--- config.mk ---
export PLATFORM = sky130hd
export DESIGN_NAME = plpd_ctrl_regs
export DESIGN_NICKNAME = d
export VERILOG_FILES = /design/src/verilog/plpd_ctrl_regs.v /design/src/verilog/plpd_sync2.v
export VERILOG_INCLUDE_DIRS = /design/src /design/src/verilog
export SDC_FILE = /design/constraint.sdc
export NUM_CORES = 1
export LEC_CHECK = 0
export BUFFER_PORTS_ARGS = -buffer_cell sky130_fd_sc_hd__buf_2
export CAP_MARGIN = 20
export CORE_ASPECT_RATIO = 1.75
export CORE_MARGIN = 2
export CORE_UTILIZATION = 45
export DETAILED_ROUTE_END_ITERATION = 8
export PLACE_DENSITY = 0.84
export SLEW_MARGIN = 20
export SYNTH_ARGS = -nofsm -noshare
export SYNTH_HDL_FRONTEND = slang
export SYNTH_SLANG_ARGS = --single-unit
--- constraint.sdc ---
create_clock -name clk_sys -period 1.5 [get_ports clk_sys]
set_input_delay 0.3 -clock clk_sys [delete_from_list [all_inputs] [get_ports clk_sys]]
set_output_delay 0.3 -clock clk_sys [all_outputs]
set_load 0.005 [all_outputs]
--- src/verilog/plpd_defines.vh ---
// register offsets, field positions, reset values for the pll/power-down bank
`ifndef PLPD_DEFINES_VH
`define PLPD_DEFINES_VH

// register byte addresses on the configuration port
`define PLPD_ADDR_LOCK_OVERRIDE   16'h0069
`define PLPD_ADDR_MANUAL_VCO      16'h006A
`define PLPD_ADDR_PUMP_CURRENT    16'h006C
`define PLPD_ADDR_REF_DISABLE     16'h006D
`define PLPD_ADDR_DOUBLER_CTRL    16'h006E
`define PLPD_ADDR_OUT_DISABLE     16'h006F
`define PLPD_ADDR_BLOCK_DISABLE   16'h0070
`define PLPD_ADDR_LOCK_STATUS     16'h0200

// field positions
`define PLPD_BIT_LOCK_OVERRIDE    0
`define PLPD_MSB_VCO_CHOICE       7
`define PLPD_LSB_VCO_CHOICE       5
`define PLPD_MSB_LOCK_VALUE       4
`define PLPD_LSB_LOCK_VALUE       0
`define PLPD_MSB_PUMP_CODE        4
`define PLPD_LSB_PUMP_CODE        0
`define PLPD_BIT_REF0_OFF         0
`define PLPD_BIT_REF1_OFF         1
`define PLPD_BIT_RELEASE_MODE     7
`define PLPD_BIT_DOUBLER_BYPASS   0
`define PLPD_MSB_OUT_OFF          3
`define PLPD_LSB_OUT_OFF          0
`define PLPD_BIT_DIGITAL_OFF      2
`define PLPD_BIT_MODULATOR_OFF    1
`define PLPD_BIT_CAL_HOLD         0
`define PLPD_BIT_LOCK_STICKY      6

// reset values
`define PLPD_RST_LOCK_OVERRIDE    1'h0
`define PLPD_RST_VCO_CHOICE       3'h1
`define PLPD_RST_LOCK_VALUE       5'h0B
`define PLPD_RST_PUMP_CODE        5'h00
`define PLPD_RST_FLAG             1'h0
`define PLPD_RST_OUT_OFF          4'h0

// oscillator choice codes, 3'h2 to 3'h7 reserved
`define PLPD_VCO_FIRST            3'h0
`define PLPD_VCO_SECOND           3'h1

`endif

--- src/verilog/plpd_ctrl_regs.v ---
// pll lock settings and power-down control register bank
`timescale 1ns/1ps
`include "plpd_defines.vh"

// Summary of operation
// - lock override bit resets to 0; 0 automatic lock, 1 manual lock
// - manual mode uses 5-bit lock value 01011b and 3-bit oscillator 001b
// - 5-bit pump current code resets to zero and drives the charge pump
// - power-down controls sit in four consecutive bytes 006D to 0070
// - each reference input has a disable bit, reset 0, 1 disables it
// - release mode 0 clears alarm on lock; 1 also needs stable outputs
// - doubler bypass 0 feeds doubled crystal, 1 feeds plain crystal
// - four output disable bits, reset 0; 1 disables output and drivers
// - digital loop disable bit, reset 0; 1 stops the digital loop
// - modulator disable bit, reset 0; 1 disables delta-sigma modulator
// - calibration hold bit, reset 0; 1 holds calibration logic disabled
// - loss of lock sets a sticky flag cleared only by writing one
module plpd_ctrl_regs (
    // clock and reset
    input  wire        clk_sys,
    input  wire        reset_n,
    // configuration port from the serial interface decoder
    input  wire [15:0] cfg_addr,
    input  wire        cfg_wr,
    input  wire [7:0]  cfg_wdata,
    input  wire        cfg_rd,
    output reg  [7:0]  cfg_rdata,
    output reg         cfg_rvalid,
    // status from the analog loop, asynchronous levels
    input  wire        pll_locked_raw,
    input  wire        out_clocks_stable_raw,
    // analog loop lock controls
    output reg         lock_override_mode,
    output reg  [2:0]  manual_oscillator_choice,
    output reg  [4:0]  manual_lock_value,
    output reg  [4:0]  pump_current_code,
    // power-down controls
    output reg  [1:0]  reference_input_off,
    output reg         lock_alarm_release_mode,
    output reg         crystal_doubler_bypass,
    output reg  [3:0]  output_driver_off,
    output reg         digital_loop_off,
    output reg         modulator_off,
    output reg         calibration_hold,
    // lock alarm and its sticky record
    output reg         loss_of_lock_alarm,
    output reg         lock_loss_sticky_flag
);

    wire       pll_locked;
    wire       out_clocks_stable;
    reg        next_alarm;
    reg        clear_sticky;
    reg  [7:0] next_rdata;

    // true when a write hits the given byte address
    function wr_hit;
        input [15:0] addr;
        input        wr;
        input [15:0] target;
        begin
            wr_hit = wr && (addr == target);
        end
    endfunction

    // bring analog status into the configuration clock domain
    // stages reset to locked and stable, so release of reset
    // cannot fake a loss of lock while the stages refill
    plpd_sync2 #(
        .WIDTH     (2),
        .RESET_VAL (2'h3)
    ) u_sync (
        .clk_sys  (clk_sys),
        .reset_n  (reset_n),
        .async_in ({out_clocks_stable_raw, pll_locked_raw}),
        .sync_out ({out_clocks_stable, pll_locked})
    );

    always @(posedge clk_sys or negedge reset_n) begin
        if (!reset_n) begin
            lock_override_mode <= `PLPD_RST_LOCK_OVERRIDE;
        end else if (wr_hit(cfg_addr, cfg_wr, `PLPD_ADDR_LOCK_OVERRIDE)) begin
            lock_override_mode <= cfg_wdata[`PLPD_BIT_LOCK_OVERRIDE];
        end
    end

    always @(posedge clk_sys or negedge reset_n) begin
        if (!reset_n) begin
            manual_oscillator_choice <= `PLPD_RST_VCO_CHOICE;
            manual_lock_value        <= `PLPD_RST_LOCK_VALUE;
        end else if (wr_hit(cfg_addr, cfg_wr, `PLPD_ADDR_MANUAL_VCO)) begin
            manual_oscillator_choice <=
                cfg_wdata[`PLPD_MSB_VCO_CHOICE:`PLPD_LSB_VCO_CHOICE];
            manual_lock_value        <=
                cfg_wdata[`PLPD_MSB_LOCK_VALUE:`PLPD_LSB_LOCK_VALUE];
        end
    end

    always @(posedge clk_sys or negedge reset_n) begin
        if (!reset_n) begin
            pump_current_code <= `PLPD_RST_PUMP_CODE;
        end else if (wr_hit(cfg_addr, cfg_wr, `PLPD_ADDR_PUMP_CURRENT)) begin
            pump_current_code <=
                cfg_wdata[`PLPD_MSB_PUMP_CODE:`PLPD_LSB_PUMP_CODE];
        end
    end

    always @(posedge clk_sys or negedge reset_n) begin
        if (!reset_n) begin
            reference_input_off     <= {2{`PLPD_RST_FLAG}};
            lock_alarm_release_mode <= `PLPD_RST_FLAG;
        end else if (wr_hit(cfg_addr, cfg_wr, `PLPD_ADDR_REF_DISABLE)) begin
            reference_input_off[0]  <= cfg_wdata[`PLPD_BIT_REF0_OFF];
            reference_input_off[1]  <= cfg_wdata[`PLPD_BIT_REF1_OFF];
            lock_alarm_release_mode <= cfg_wdata[`PLPD_BIT_RELEASE_MODE];
        end
    end

    always @(posedge clk_sys or negedge reset_n) begin
        if (!reset_n) begin
            crystal_doubler_bypass <= `PLPD_RST_FLAG;
        end else if (wr_hit(cfg_addr, cfg_wr, `PLPD_ADDR_DOUBLER_CTRL)) begin
            crystal_doubler_bypass <= cfg_wdata[`PLPD_BIT_DOUBLER_BYPASS];
        end
    end

    always @(posedge clk_sys or negedge reset_n) begin
        if (!reset_n) begin
            output_driver_off <= `PLPD_RST_OUT_OFF;
        end else if (wr_hit(cfg_addr, cfg_wr, `PLPD_ADDR_OUT_DISABLE)) begin
            output_driver_off <=
                cfg_wdata[`PLPD_MSB_OUT_OFF:`PLPD_LSB_OUT_OFF];
        end
    end

    always @(posedge clk_sys or negedge reset_n) begin
        if (!reset_n) begin
            digital_loop_off <= `PLPD_RST_FLAG;
            modulator_off    <= `PLPD_RST_FLAG;
            calibration_hold <= `PLPD_RST_FLAG;
        end else if (wr_hit(cfg_addr, cfg_wr, `PLPD_ADDR_BLOCK_DISABLE)) begin
            digital_loop_off <= cfg_wdata[`PLPD_BIT_DIGITAL_OFF];
            modulator_off    <= cfg_wdata[`PLPD_BIT_MODULATOR_OFF];
            calibration_hold <= cfg_wdata[`PLPD_BIT_CAL_HOLD];
        end
    end

    always @* begin
        if (lock_alarm_release_mode) begin
            next_alarm = !(pll_locked && out_clocks_stable);
        end else begin
            next_alarm = !pll_locked;
        end
    end

    // alarm level, re-raised only by loss of lock itself
    always @(posedge clk_sys or negedge reset_n) begin
        if (!reset_n) begin
            loss_of_lock_alarm <= `PLPD_RST_FLAG;
        end else if (!pll_locked) begin
            loss_of_lock_alarm <= 1'b1;
        end else begin
            loss_of_lock_alarm <= next_alarm && loss_of_lock_alarm;
        end
    end

    // write-one-to-clear request for the sticky flag
    always @* begin
        clear_sticky = wr_hit(cfg_addr, cfg_wr, `PLPD_ADDR_LOCK_STATUS)
                       && cfg_wdata[`PLPD_BIT_LOCK_STICKY];
    end

    always @(posedge clk_sys or negedge reset_n) begin
        if (!reset_n) begin
            lock_loss_sticky_flag <= `PLPD_RST_FLAG;
        end else if (!pll_locked) begin
            lock_loss_sticky_flag <= 1'b1;
        end else if (clear_sticky) begin
            lock_loss_sticky_flag <= 1'b0;
        end
    end

    always @* begin
        next_rdata = 8'h00;
        case (cfg_addr)
            `PLPD_ADDR_LOCK_OVERRIDE:
                next_rdata[`PLPD_BIT_LOCK_OVERRIDE] = lock_override_mode;
            `PLPD_ADDR_MANUAL_VCO: begin
                next_rdata[`PLPD_MSB_VCO_CHOICE:`PLPD_LSB_VCO_CHOICE] =
                    manual_oscillator_choice;
                next_rdata[`PLPD_MSB_LOCK_VALUE:`PLPD_LSB_LOCK_VALUE] =
                    manual_lock_value;
            end
            `PLPD_ADDR_PUMP_CURRENT:
                next_rdata[`PLPD_MSB_PUMP_CODE:`PLPD_LSB_PUMP_CODE] =
                    pump_current_code;
            `PLPD_ADDR_REF_DISABLE: begin
                next_rdata[`PLPD_BIT_REF0_OFF]     = reference_input_off[0];
                next_rdata[`PLPD_BIT_REF1_OFF]     = reference_input_off[1];
                next_rdata[`PLPD_BIT_RELEASE_MODE] = lock_alarm_release_mode;
            end
            `PLPD_ADDR_DOUBLER_CTRL:
                next_rdata[`PLPD_BIT_DOUBLER_BYPASS] = crystal_doubler_bypass;
            `PLPD_ADDR_OUT_DISABLE:
                next_rdata[`PLPD_MSB_OUT_OFF:`PLPD_LSB_OUT_OFF] =
                    output_driver_off;
            `PLPD_ADDR_BLOCK_DISABLE: begin
                next_rdata[`PLPD_BIT_DIGITAL_OFF]   = digital_loop_off;
                next_rdata[`PLPD_BIT_MODULATOR_OFF] = modulator_off;
                next_rdata[`PLPD_BIT_CAL_HOLD]      = calibration_hold;
            end
            `PLPD_ADDR_LOCK_STATUS:
                next_rdata[`PLPD_BIT_LOCK_STICKY] = lock_loss_sticky_flag;
            default:
                next_rdata = 8'h00;
        endcase
    end

    // read data registered one cycle after the read strobe
    always @(posedge clk_sys or negedge reset_n) begin
        if (!reset_n) begin
            cfg_rdata  <= 8'h00;
            cfg_rvalid <= 1'b0;
        end else begin
            cfg_rvalid <= cfg_rd;
            if (cfg_rd) begin
                cfg_rdata <= next_rdata;
            end
        end
    end

endmodule // plpd_ctrl_regs

--- src/verilog/plpd_sync2.v ---
// two-flop synchroniser for status levels coming from the analog loop
`timescale 1ns/1ps

module plpd_sync2 #(
    parameter             WIDTH     = 1,
    // reset level of both stages, chosen as the idle level of the input
    parameter [WIDTH-1:0] RESET_VAL = {WIDTH{1'b0}}
) (
    // clock and reset
    input  wire             clk_sys,
    input  wire             reset_n,
    // asynchronous level in, synchronised level out
    input  wire [WIDTH-1:0] async_in,
    output reg  [WIDTH-1:0] sync_out
);

    reg [WIDTH-1:0] meta;

    // first stage feeds only the second stage
    always @(posedge clk_sys or negedge reset_n) begin
        if (!reset_n) begin
            meta     <= RESET_VAL;
            sync_out <= RESET_VAL;
        end else begin
            meta     <= async_in;
            sync_out <= meta;
        end
    end

endmodule // plpd_sync2
Word-level counts from Yosys, hierarchy flattened
Index checks and enable logic that the tools add are counted.

operators by class
  equal/unequal tests = 9
  muxes and demuxes = 12
  reductions and logical operators = 13

operator list
  cell                                              count
  == test 16 x 7 -> 1 bit (second input constant)   7
  == test 16 x 10 -> 1 bit (second input constant)  1
  logical AND 1 bit                                 11
  case mux 1 bit (7 select lines)                   1
  case mux 1 bit (2 select lines)                   3
  2-to-1 mux 1 bit                                  5
  case mux 1 bit (5 select lines)                   1
  case mux 1 bit (4 select lines)                   1
  case mux 1 bit (3 select lines)                   1
  logical NOT 1 bit                                 2
  inequality test 2 bit (second input constant)     1

word-level totals
  register bits = 40
  logic and storage cells = 51

Depth between registers and ports, before layout
Gate-level depths: netlist of run 1.

  word-level depth = 5
  mapped depth = 6
  mapped depth without buffers = 4

Cells and area by module
Synthesis of run 1 repeated with hierarchy kept, for this count alone.

second synthesis, totals
  cell total of the unflattened synthesis = 155
  area total of the unflattened synthesis = 1975.6 µm²

by module, submodules not included
  module          times used  cells each  area an instance (µm²)  seq. area each (µm²)
  plpd_ctrl_regs  1           151         1870.5                  905.9
  plpd_sync2      1           4           105.1                   105.1

Least setup slack after synthesis of run 1
Ideal clock, no wire load.

  path type = input -> register
  start point = input port cfg_addr[13]
  end point = register lock_override_mode
  library setup time = 0.125 ns
  arrival time = 1.795 ns
  required time = 1.375 ns
  path slack = -0.420 ns
  stages on the path = 6
  buffers on the path = 2
  path through = or4_4 buf_6 nor4_4 buf_6 nand4b_2 mux2_4

between the ends
  word-level cells in the longest chain between the ends = 2

ends and longest elaborated chain
  item                     RTL line             RTL
  from (decl)              plpd_ctrl_regs.v:23  input wire [15:0] cfg_addr,
  == test 16 x 7 -> 1 bit  plpd_ctrl_regs.v:62  wr_hit = wr && (addr == target);
  logical AND 1 bit        plpd_ctrl_regs.v:62
  to (signal assigned)     plpd_ctrl_regs.v:81  lock_override_mode <= `PLPD_RST_LOCK_OVERRIDE;
  to (signal assigned)     plpd_ctrl_regs.v:83  lock_override_mode <= cfg_wdata[`PLPD_BIT_LOCK_OVERRIDE];
  to (decl)                plpd_ctrl_regs.v:33  output reg lock_override_mode,

No other way between the ends.
A chain may end at the register's enable or synchronous reset.

Worst setup path in the final report of run 1
  start point = input port cfg_addr[13]
  end point = register digital_loop_off

between the ends
  word-level cells in the longest chain between the ends = 2

ends and longest elaborated chain
  item                     RTL line              RTL
  == test 16 x 7 -> 1 bit  plpd_ctrl_regs.v:62
  logical AND 1 bit        plpd_ctrl_regs.v:62
  to (signal assigned)     plpd_ctrl_regs.v:138  digital_loop_off <= `PLPD_RST_FLAG;
  to (signal assigned)     plpd_ctrl_regs.v:142  digital_loop_off <= cfg_wdata[`PLPD_BIT_DIGITAL_OFF];
  to (decl)                plpd_ctrl_regs.v:42   output reg digital_loop_off,

No other way between the ends.

==> flow_summary_export.csv, run 1 <==
group,metric,value,unit
drt,drtPass1Iterations,4,
worst_hold_path,hold_class,"in2reg",
finish,layout_commonest_cell,"buf_2",
timing,skew,0.003459,ns
place,numPlacedInstances,283,
setup_path,critPathArrivalTime,1.95,ns
synthesis,avgSynthCellArea,13.20,um2
floorplanning,die-area,4874,um2
synthesis,synth_nets,177,
finish,drive_gt1_frac,0.6599,
floorplanning,fp-row-count,31,
clocking,cts_max_level,2,
setup_path,required,1.68,ns
timing,fmaxAchievable,563.6,MHz
timing,final-setup-viol-count,34,
drt,drcViolationCount,0,
setup_path,crit_buf_inv,2,
setup_path,cp_top_family,"simple AND/OR/NAND/NOR gates",
synthesis,synth_edf_count,0,
floorplanning,die_h,90.87,um
run,max_cap_viol_count,0,
finish,area_growth,43.65,%
clocking,tritoncts,"built",
global_route,grt_max_degree,41,
timing,fin_crit_sh,1.183,
setup_path,max_stage_delay,0.58,ns
setup_path,end_kind,"flip-flop",
synthesis,synth_area,1941,um2
power,vdd_drop_max,0.0007161,V
synthesis,netlist.area_leader.share,0.4126,
power,total_power,2.061,mW
floorplanning,initial_core_util,0.4676,
status,violations,"setup timing",
global_route,antenna_found_initial,0,
setup_path,crit_path_max_fanout,3,
timing,final_hold_viol_count,0,
synthesis,yosysWarnings,0,
global_route,grt_overflow,0,
drt,detail-route-antenna-nets,0,
timing,rsz0062_at_grt,"yes",
setup_path,path_class,"in2reg",
finish,layout_common_cells,"buf_2 (63), dfrtp_1 (32), buf_4 (24)",
drt,first_iter_violations,60,
status,outcome,"finished with violations",
timing,relSlewSlack,0.7517,
drt,drt-total-wl,5.403,mm
synthesis,yosysUniqueCellTypes,47,
timing,fin_ws,-0.2744,ns
drt,avgRoutedWirePerCell,18.25,um
place,io_buffers,65,
drt,dr_total_vias,1695,
setup_path,cp-start-kind,"input port",
timing,period_minus_slack,1.774,ns
synthesis,async_reset_ff_frac,1.000,
power,p_per_area,739.2,nW/um2
finish,n_antenna_cell,0,
synthesis,yosys_most_used_dff,"dfrtp_1",
clocking,cts_buffers,5,
timing,slew_viol_final,0,
place,dp_hpwl,3.974,mm
finish,final_cells,296,
synthesis,synth_area_leader_cell,"dfrtp_1",
floorplanning,coreArea,4150,um2
synthesis,ys_seq_area_frac,0.5210,
clocking,clk_pin_slew_worst_paths,0.07,ns
clocking,cts_max_path_buffers,2,
synthesis,synth_seq_cells,40,
timing,timing.hold.ws,0.09701,ns
drt,viasPerCell,5.726,
timing,worstMarginPinSlew,0.3717,ns
setup_path,crit_chain,"buf_6 -> or4_4 -> buf_12 -> nor4b_4 -> nand3_2 -> mux2_4",
finish,fin_util,0.6717,
synthesis,synth_top_cells_by_area,"dfrtp_1 (41%), mux2_2 (11%), dfstp_2 (11%)",
clocking,cts_root_buf,"clkbuf_8",
clocking,clock-sinks,40,
floorplanning,pin_count,66,
place,gp_congestion,0.8605,
power,p_leak,1.444,nW
timing,setup_tns,-6.196,ns
synthesis,syn_inst,147,
global_route,grtUsageTotal,0.2410,
finish,final_nets,276,
clocking,clock_latency,0.29,ns
global_route,grt_pass1_wl,8.473,mm
global_route,grt_pass1_vias,1781,
setup_path,cp_slowest_cell,"or4_4",
floorplanning,fp.dieW,53.64,um
## metrics by stage
step / cell area [um2] / setup WS [ns]
floorplan: 1963 / -0.3760
global placement: 2547 / -0.5036
detailed placement: 2547 / -0.5699
CTS: 2720 / -0.2386
global route: 2788 / -0.3353
finish: 2788 / -0.2744
## worst paths after layout
kind                            depth (start not counted)                    to                 start  slack, ns
worst max-delay path                                    6      digital_loop_off          cfg_addr[13]      -0.27
worst min-delay path                                    1        u_sync.meta[0]        pll_locked_raw        0.1
worst max register to register                          4          cfg_rdata[0]  output_driver_off[0]      -0.03
worst min register to register                          0    u_sync.sync_out[0]        u_sync.meta[0]       0.36
max in group asynchronous                               3  manual_lock_value[0]               reset_n       0.74
min in group asynchronous                               3          cfg_rdata[5]               reset_n       0.50
## cell usage after synthesis, drive strengths merged (2+ instances only)
cell / count
clkbuf: 4
nand3: 8
dfstp: 8
dfrtp: 32
nor4: 3
and3: 2
nor4bb: 2
or4: 2
a21oi: 6
buf: 3
nor2: 8
nand4b: 2
nor4b: 2
nand4: 3
a32oi: 3
a211oi: 2
nand3b: 4
mux2: 26
a31oi: 5
o21ai: 2
nand2: 3
## timing repair
item | CTS | global route
setup endpoints to repair | 31 | 34
pin swaps | 9 | 3
hold buffers | 1 | 0
endpoints found under the hold margin | 32 | 0
setup buffers | 4 | 1
resized for setup | 10 | 13
## cell families after synthesis
logic type,after synthesis,synth area share
AND/OR/NAND/NOR,46,0.1909
buffers and inverters,9,0.02707
multiplexers,27,0.1721
flip-flops,40,0.5210
XOR/XNOR,1,0.004514
AO/OA/AOI/OAI,24,0.08447
## where the power goes
| part | total, mW | internal, mW | switching [mW] |
|---|---|---|---|
| Clock | 0.735 | 0.375 | 0.360 |
| Sequential | 1.11 | 1.10 | 0.00755 |
| Combinational | 0.220 | 0.101 | 0.119 |
## sequential cells by signal, indices dropped and copies added, names as in the netlist, 2 cells and up
signal	flops
u_sync.sync_out	2
reference_input_off	2
manual_lock_value	5
u_sync.meta	2
output_driver_off	4
pump_current_code	5
cfg_rdata	8
manual_oscillator_choice	3
## metal layers
layer	GRT usage	wire, um
met1	0.2690	1925
met2	0.4012	2949
met3	0.05795	332
met4	0.1303	195
met5	0	0
## cell type report
cell class / count / area, um2
clock buffers: 8 / 90.09
flip-flops and latches: 40 / 1011
fillers: 303 / 1363
multi-input cells: 98 / 970.9
well taps: 49 / 61.31
inverters: 2 / 7.507
repair buffers: 99 / 646.9
No activity file was read; power rests on OpenSTA's default activity.
==> run 2, diff against run 1 <==
--- a/config.mk
+++ b/config.mk
@@ -10,9 +10,10 @@
 export CAP_MARGIN = 20
 export CORE_ASPECT_RATIO = 1.75
 export CORE_MARGIN = 2
-export CORE_UTILIZATION = 45
+export CORE_UTILIZATION = 50
+export CTS_CLUSTER_DIAMETER = 100
 export DETAILED_ROUTE_END_ITERATION = 8
-export PLACE_DENSITY = 0.84
+export PLACE_DENSITY = 0.88
 export SLEW_MARGIN = 20
 export SYNTH_ARGS = -nofsm -noshare
 export SYNTH_HDL_FRONTEND = slang
==> constraint.sdc (replaced) <==
create_clock -name clk_sys -period 2.02 [get_ports clk_sys]
set_input_delay 0.404 -clock clk_sys [delete_from_list [all_inputs] [get_ports clk_sys]]
set_output_delay 0.404 -clock clk_sys [all_outputs]
set_load 0.005 [all_outputs]
==> run 2 against run 1 <==
The flow now finishes without violations; first-iteration DRC count is 32% lower; combinational power is 39% lower; global-route usage is 0.21 points higher; utilization is 0.29 points higher; critical path depth stayed put; sequential share of layout area is 3.3 points higher; total power is 19% lower; critical path type unchanged; critical endpoint is now lock_alarm_release_mode.
==> flow_summary_export.csv, run 2 (same netlist as run 1, synthesis figures left out) <==
group,metric,value,unit
status,outcome,"finished, final reports clean",
setup_path,critPathCapture,"lock_alarm_release_mode",
global_route,grtUsageTotal,0.2431,
run,max_cap_viol_count,0,
place,gp_congestion,0.8597,
clocking,cts_max_level,2,
timing,fin_crit_sh,0.9611,
timing,rsz0062_at_grt,"no",
global_route,antenna_found_initial,0,
setup_path,crit_path_max_fanout,4,
floorplanning,fp-row-count,30,
clocking,cts_root_buf,"clkbuf_8",
worst_hold_path,hold_class,"in2async",
clocking,cts-resized-gates,0,
finish,largest_reg_flops,8,
setup_path,r2r-end,"cfg_rdata[0]",
global_route,grt_pass1_wl,7.817,mm
drt,dr_total_vias,1583,
setup_path,required,2.20,ns
drt,drcViolationCount,0,
drt,first_iter_violations,41,
setup_path,cp-start-kind,"input port",
clocking,clock_latency,0.30,ns
setup_path,r2r-start,"output_driver_off[0]",
finish,layout_commonest_cell,"buf_2",
clocking,cts_max_path_buffers,2,
finish,n_antenna_cell,0,
clocking,tritoncts,"built",
timing,fmaxAchievable,515.1,MHz
finish,drive_gt1_frac,0.5880,
finish,top_regs,"cfg_rdata x8, manual_lock_value x5, pump_current_code x5",
finish,num-fill-cells,275,
power,p_leak,1.335,nW
timing,relSlewSlack,0.6726,
drt,detail-route-antenna-nets,0,
drt,viasPerCell,5.633,
drt,drt-total-wl,4.980,mm
place,dp_hpwl,3.804,mm
drt,avgRoutedWirePerCell,17.72,um
floorplanning,die-area,4415,um2
floorplanning,initial_core_util,0.5119,
global_route,grt_max_degree,41,
setup_path,end_kind,"flip-flop",
setup_path,critPathArrivalTime,2.12,ns
timing,period_minus_slack,1.941,ns
timing,fin_ws,0.07856,ns
finish,area_growth,31.79,%
clocking,post_cts_buffers,0,
finish,final_nets,262,
finish,final_cells,281,
timing,worstMarginPinSlew,0.4912,ns
place,numPlacedInstances,273,
timing,timing.hold.ws,0.1515,ns
power,vdd_drop_max,0.0006551,V
clocking,cts_buffers,5,
power,p_per_area,651.1,nW/um2
timing,final-setup-viol-count,0,
setup_path,ff2ff_path_depth,4,
drt,drtPass1Iterations,4,
floorplanning,coreArea,3791,um2
clocking,clk_pin_slew_worst_paths,0.08,ns
setup_path,path_class,"in2reg",
timing,slew_viol_final,0,
setup_path,setup.worst_path.start,"cfg_addr[13]",
setup_path,ff2ff_setup_slack,0.46,ns
clocking,hold_buffers,0,
place,pre_cts_ws,-0.2124,ns
timing,skew,0.01054,ns
global_route,grt_pass1_vias,1646,
finish,layout_common_cells,"buf_2 (65), dfrtp_1 (32), buf_4 (20)",
floorplanning,fp.dieW,51.10,um
timing,final_hold_viol_count,0,
floorplanning,die_h,86.42,um
floorplanning,pin_count,66,
global_route,grt_overflow,0,
place,io_buffers,65,
finish,regMostFlops,"cfg_rdata",
clocking,clock-sinks,40,
run 2: per-stage QoR:
stage | cell area, um2 | util | setup TNS, ns | power (mW)
after floorplan | 1941 | - | 0 | 0.8853
after global placement | 2431 | 0.6413 | -1.283 | 0.9662
after detailed placement | 2431 | 0.6413 | -2.199 | 0.9713
after CTS | 2557 | 0.6746 | 0 | 1.674
after global routing | 2557 | 0.6746 | 0 | 1.728
final | 2557 | 0.6746 | 0 | 1.665
run 2: critical path, cell delays in order:
cell and delay [ns]:
buf_2 0.10, or4_4 0.57, buf_4 0.17, nor4_4 0.40, nand3_2 0.18, mux2_2 0.30
run 2: worst min-delay path by stage:
stage / start / to / slack, ns / cells after the start
CTS: reset_n / cfg_rdata[2] / 0.18 / 2
floorplan: reset_n / calibration_hold / 0.11 / 0
finish: reset_n / cfg_rvalid / 0.15 / 2
detailed placement: u_sync.meta[0] / u_sync.sync_out[0] / 0.35 / 0
global route: reset_n / cfg_rdata[5] / 0.19 / 2
global placement: u_sync.meta[0] / u_sync.sync_out[0] / 0.35 / 0
run 2: cell type report:
class	instances	area [um2]	share of cell area
clock buffer	7	96.34	0.03767
clock inverter	1	30.03	0.01174
inverter	2	7.507	0.002935
multi-input combinational	98	877.1	0.3430
sequential	40	1011	0.3953
tap	48	60.06	0.02348
timing repair buffer	85	475.5	0.1859
run 2: layer usage:
layer	track usage	routed length [um]
met5	0	0
met4	0.1597	231
met3	0.04310	221
met2	0.4168	2668
met1	0.2683	1858
run 2: power breakdown:
| part | total [mW] | switching (mW) | internal [mW] |
|---|---|---|---|
| Clock | 0.709 | 0.273 | 0.436 |
| Sequential | 0.822 | 0.00602 | 0.816 |
| Combinational | 0.135 | 0.0777 | 0.0572 |
==> run 3, diff against run 2 <==
--- a/config.mk
+++ b/config.mk
@@ -9,11 +9,12 @@
 export BUFFER_PORTS_ARGS = -buffer_cell sky130_fd_sc_hd__buf_2
 export CAP_MARGIN = 20
 export CORE_ASPECT_RATIO = 1.75
-export CORE_MARGIN = 2
+export CORE_MARGIN = 5
 export CORE_UTILIZATION = 50
 export CTS_CLUSTER_DIAMETER = 100
 export DETAILED_ROUTE_END_ITERATION = 8
 export PLACE_DENSITY = 0.88
+export REMOVE_ABC_BUFFERS = 1
 export SLEW_MARGIN = 20
 export SYNTH_ARGS = -nofsm -noshare
 export SYNTH_HDL_FRONTEND = slang
==> run 3 against run 2 <==
Via count up 0.44%; final area down 0.68%; flip-flop and latch count unchanged; clock-buffer cell count unchanged; non-clock buffer count up 2; utilization down 1.1 points; total power down 12%; die area up 20%; sequential power about the same; critical path type unchanged; setup slack better by 0.067 ns; clock power down 28%; wire length up 3.0%.
==> flow_summary_export.csv, run 3 (same netlist as run 1, synthesis figures left out) <==
group,metric,value,unit
finish,multi_input_area,877.1,um2
timing,final_hold_viol_count,0,
power,total_power,1.469,mW
global_route,grt_overflow,0,
floorplanning,coreArea,3829,um2
clocking,clk_pin_slew_worst_paths,0.08,ns
timing,fmaxAchievable,533.6,MHz
setup_path,cp-start-kind,"input port",
clocking,cts-resized-gates,0,
finish,final_area,2540,um2
timing,worstMarginPinSlew,0.5014,ns
floorplanning,die-area,5276,um2
global_route,grt_pass1_vias,1689,
finish,num-fill-cells,324,
setup_path,cp_slowest_cell,"or4_4",
place,dp_hpwl,3.887,mm
global_route,antenna_found_initial,0,
finish,area_growth,30.88,%
finish,drive_gt1_frac,0.5830,
finish,final_cells,283,
power,p_per_area,578.4,nW/um2
global_route,grtUsageTotal,0.2057,
finish,regMostFlops,"cfg_rdata",
global_route,grt_pass1_wl,8.197,mm
floorplanning,initial_core_util,0.5069,
place,numPlacedInstances,275,
drt,drcViolationCount,0,
clocking,hold_buffers,0,
power,p_leak,1.329,nW
clocking,cts_root_buf,"clkbuf_8",
timing,fin_crit_sh,0.9278,
clocking,post_cts_buffers,0,
setup_path,crit_path_max_fanout,5,
worst_hold_path,hold_class,"in2async",
timing,rsz0062_at_grt,"no",
global_route,grt_max_degree,41,
drt,drtPass1Iterations,4,
clocking,cts_buffers,5,
setup_path,max_stage_delay,0.57,ns
drt,viasPerCell,5.618,
timing,slew_viol_final,0,
finish,fin_util,0.6634,
setup_path,ff2ff_path_depth,4,
drt,drt-total-wl,5.127,mm
power,vdd_drop_max,0.0005040,V
clocking,cts_max_path_buffers,2,
drt,first_iter_violations,47,
setup_path,required,2.20,ns
clocking,cts_max_level,2,
setup_path,path_class,"in2reg",
timing,skew,0.009197,ns
timing,timing.hold.ws,0.1488,ns
setup_path,end_kind,"flip-flop",
run,max_cap_viol_count,0,
place,io_buffers,65,
setup_path,ff2ff_setup_slack,0.44,ns
drt,detail-route-antenna-nets,0,
drt,dr_total_vias,1590,
setup_path,critPathArrivalTime,2.06,ns
clocking,clock-sinks,40,
status,outcome,"finished, final reports clean",
finish,top_regs,"cfg_rdata x8, manual_lock_value x5, pump_current_code x5",
drt,avgRoutedWirePerCell,18.12,um
setup_path,r2r-end,"cfg_rdata[0]",
finish,layout_commonest_cell,"buf_2",
timing,final-setup-viol-count,0,
floorplanning,fp-row-count,30,
finish,final_nets,264,
clocking,tritoncts,"built",
setup_path,r2r-start,"output_driver_off[0]",
place,gp_congestion,0.9459,
floorplanning,fp.dieW,57.10,um
setup_path,critPathCapture,"reference_input_off[0]",
finish,layout_common_cells,"buf_2 (65), dfrtp_1 (32), buf_4 (21)",
floorplanning,pin_count,66,
finish,seqCellArea,1011,um2
timing,relSlewSlack,0.6657,
setup_path,setup.worst_path.start,"cfg_addr[13]",
floorplanning,die_h,92.42,um
finish,largest_reg_flops,8,
timing,period_minus_slack,1.874,ns
setup_path,crit_chain,"buf_2 -> or4_4 -> buf_12 -> nor4_4 -> nand3_2 -> mux2_2",
finish,n_antenna_cell,0,
place,dpl-instance-area,2459,um2
clocking,clock_latency,0.30,ns
run 3: cell types whose count changed in the layout (fill, tap and decap cells not counted), sizes merged:
cell / delta
buf: +2
bufinv: -1
clkinv: +1
run 3: how the worst min path moves through the flow:
stage / end / slack [ns] / cells after the start
after floorplan: calibration_hold / 0.11 / 0
after global placement: u_sync.sync_out[1] / 0.35 / 0
after CTS: loss_of_lock_alarm / 0.16 / 2
after global routing: cfg_rdata[7] / 0.19 / 2
after detailed placement: u_sync.sync_out[0] / 0.35 / 0
final: cfg_rdata[7] / 0.15 / 2
run 3: critical path: cells and delay by family:
family	cells	cell delay, ns
and+or+nand+nor	3	1.10
muxes	1	0.29
buffers and inverters	2	0.26
run 3: metrics by stage:
| stage | TNS (ns) | setup WS, ns |
|---|---|---|
| finish | 0 | 0.1458 |
| global route | 0 | 0.07358 |
| CTS | 0 | 0.1549 |
| detailed placement | -1.752 | -0.1569 |
| global placement | -1.389 | -0.1535 |
| floorplan | -2.023 | -0.1989 |
run 3: power by group:
group | switching [mW] | total [mW] | internal [mW]
combinational | 0.0795 | 0.137 | 0.0578
clock | 0.269 | 0.511 | 0.242
sequential | 0.00508 | 0.821 | 0.816
total | 0.353 | 1.47 | 1.12
run 3: cell type report:
cell class,count,share of cell area
clock buffer,7,0.03005
clock inverter,1,0.001970
inverter,2,0.002956
multi-input combinational,98,0.3453
sequential,40,0.3980
tap,48,0.02365
timing repair buffer,87,0.1980
run 3: layer usage:
metal  share of wire  track usage  wire, um  vias up
li1                -            -         -      732
met1            0.36       0.2078      1825      792
met2            0.55       0.3702      2830       51
met3           0.057      0.06276       291       15
met4           0.035       0.1025       179        0
met5               0            0         0        -
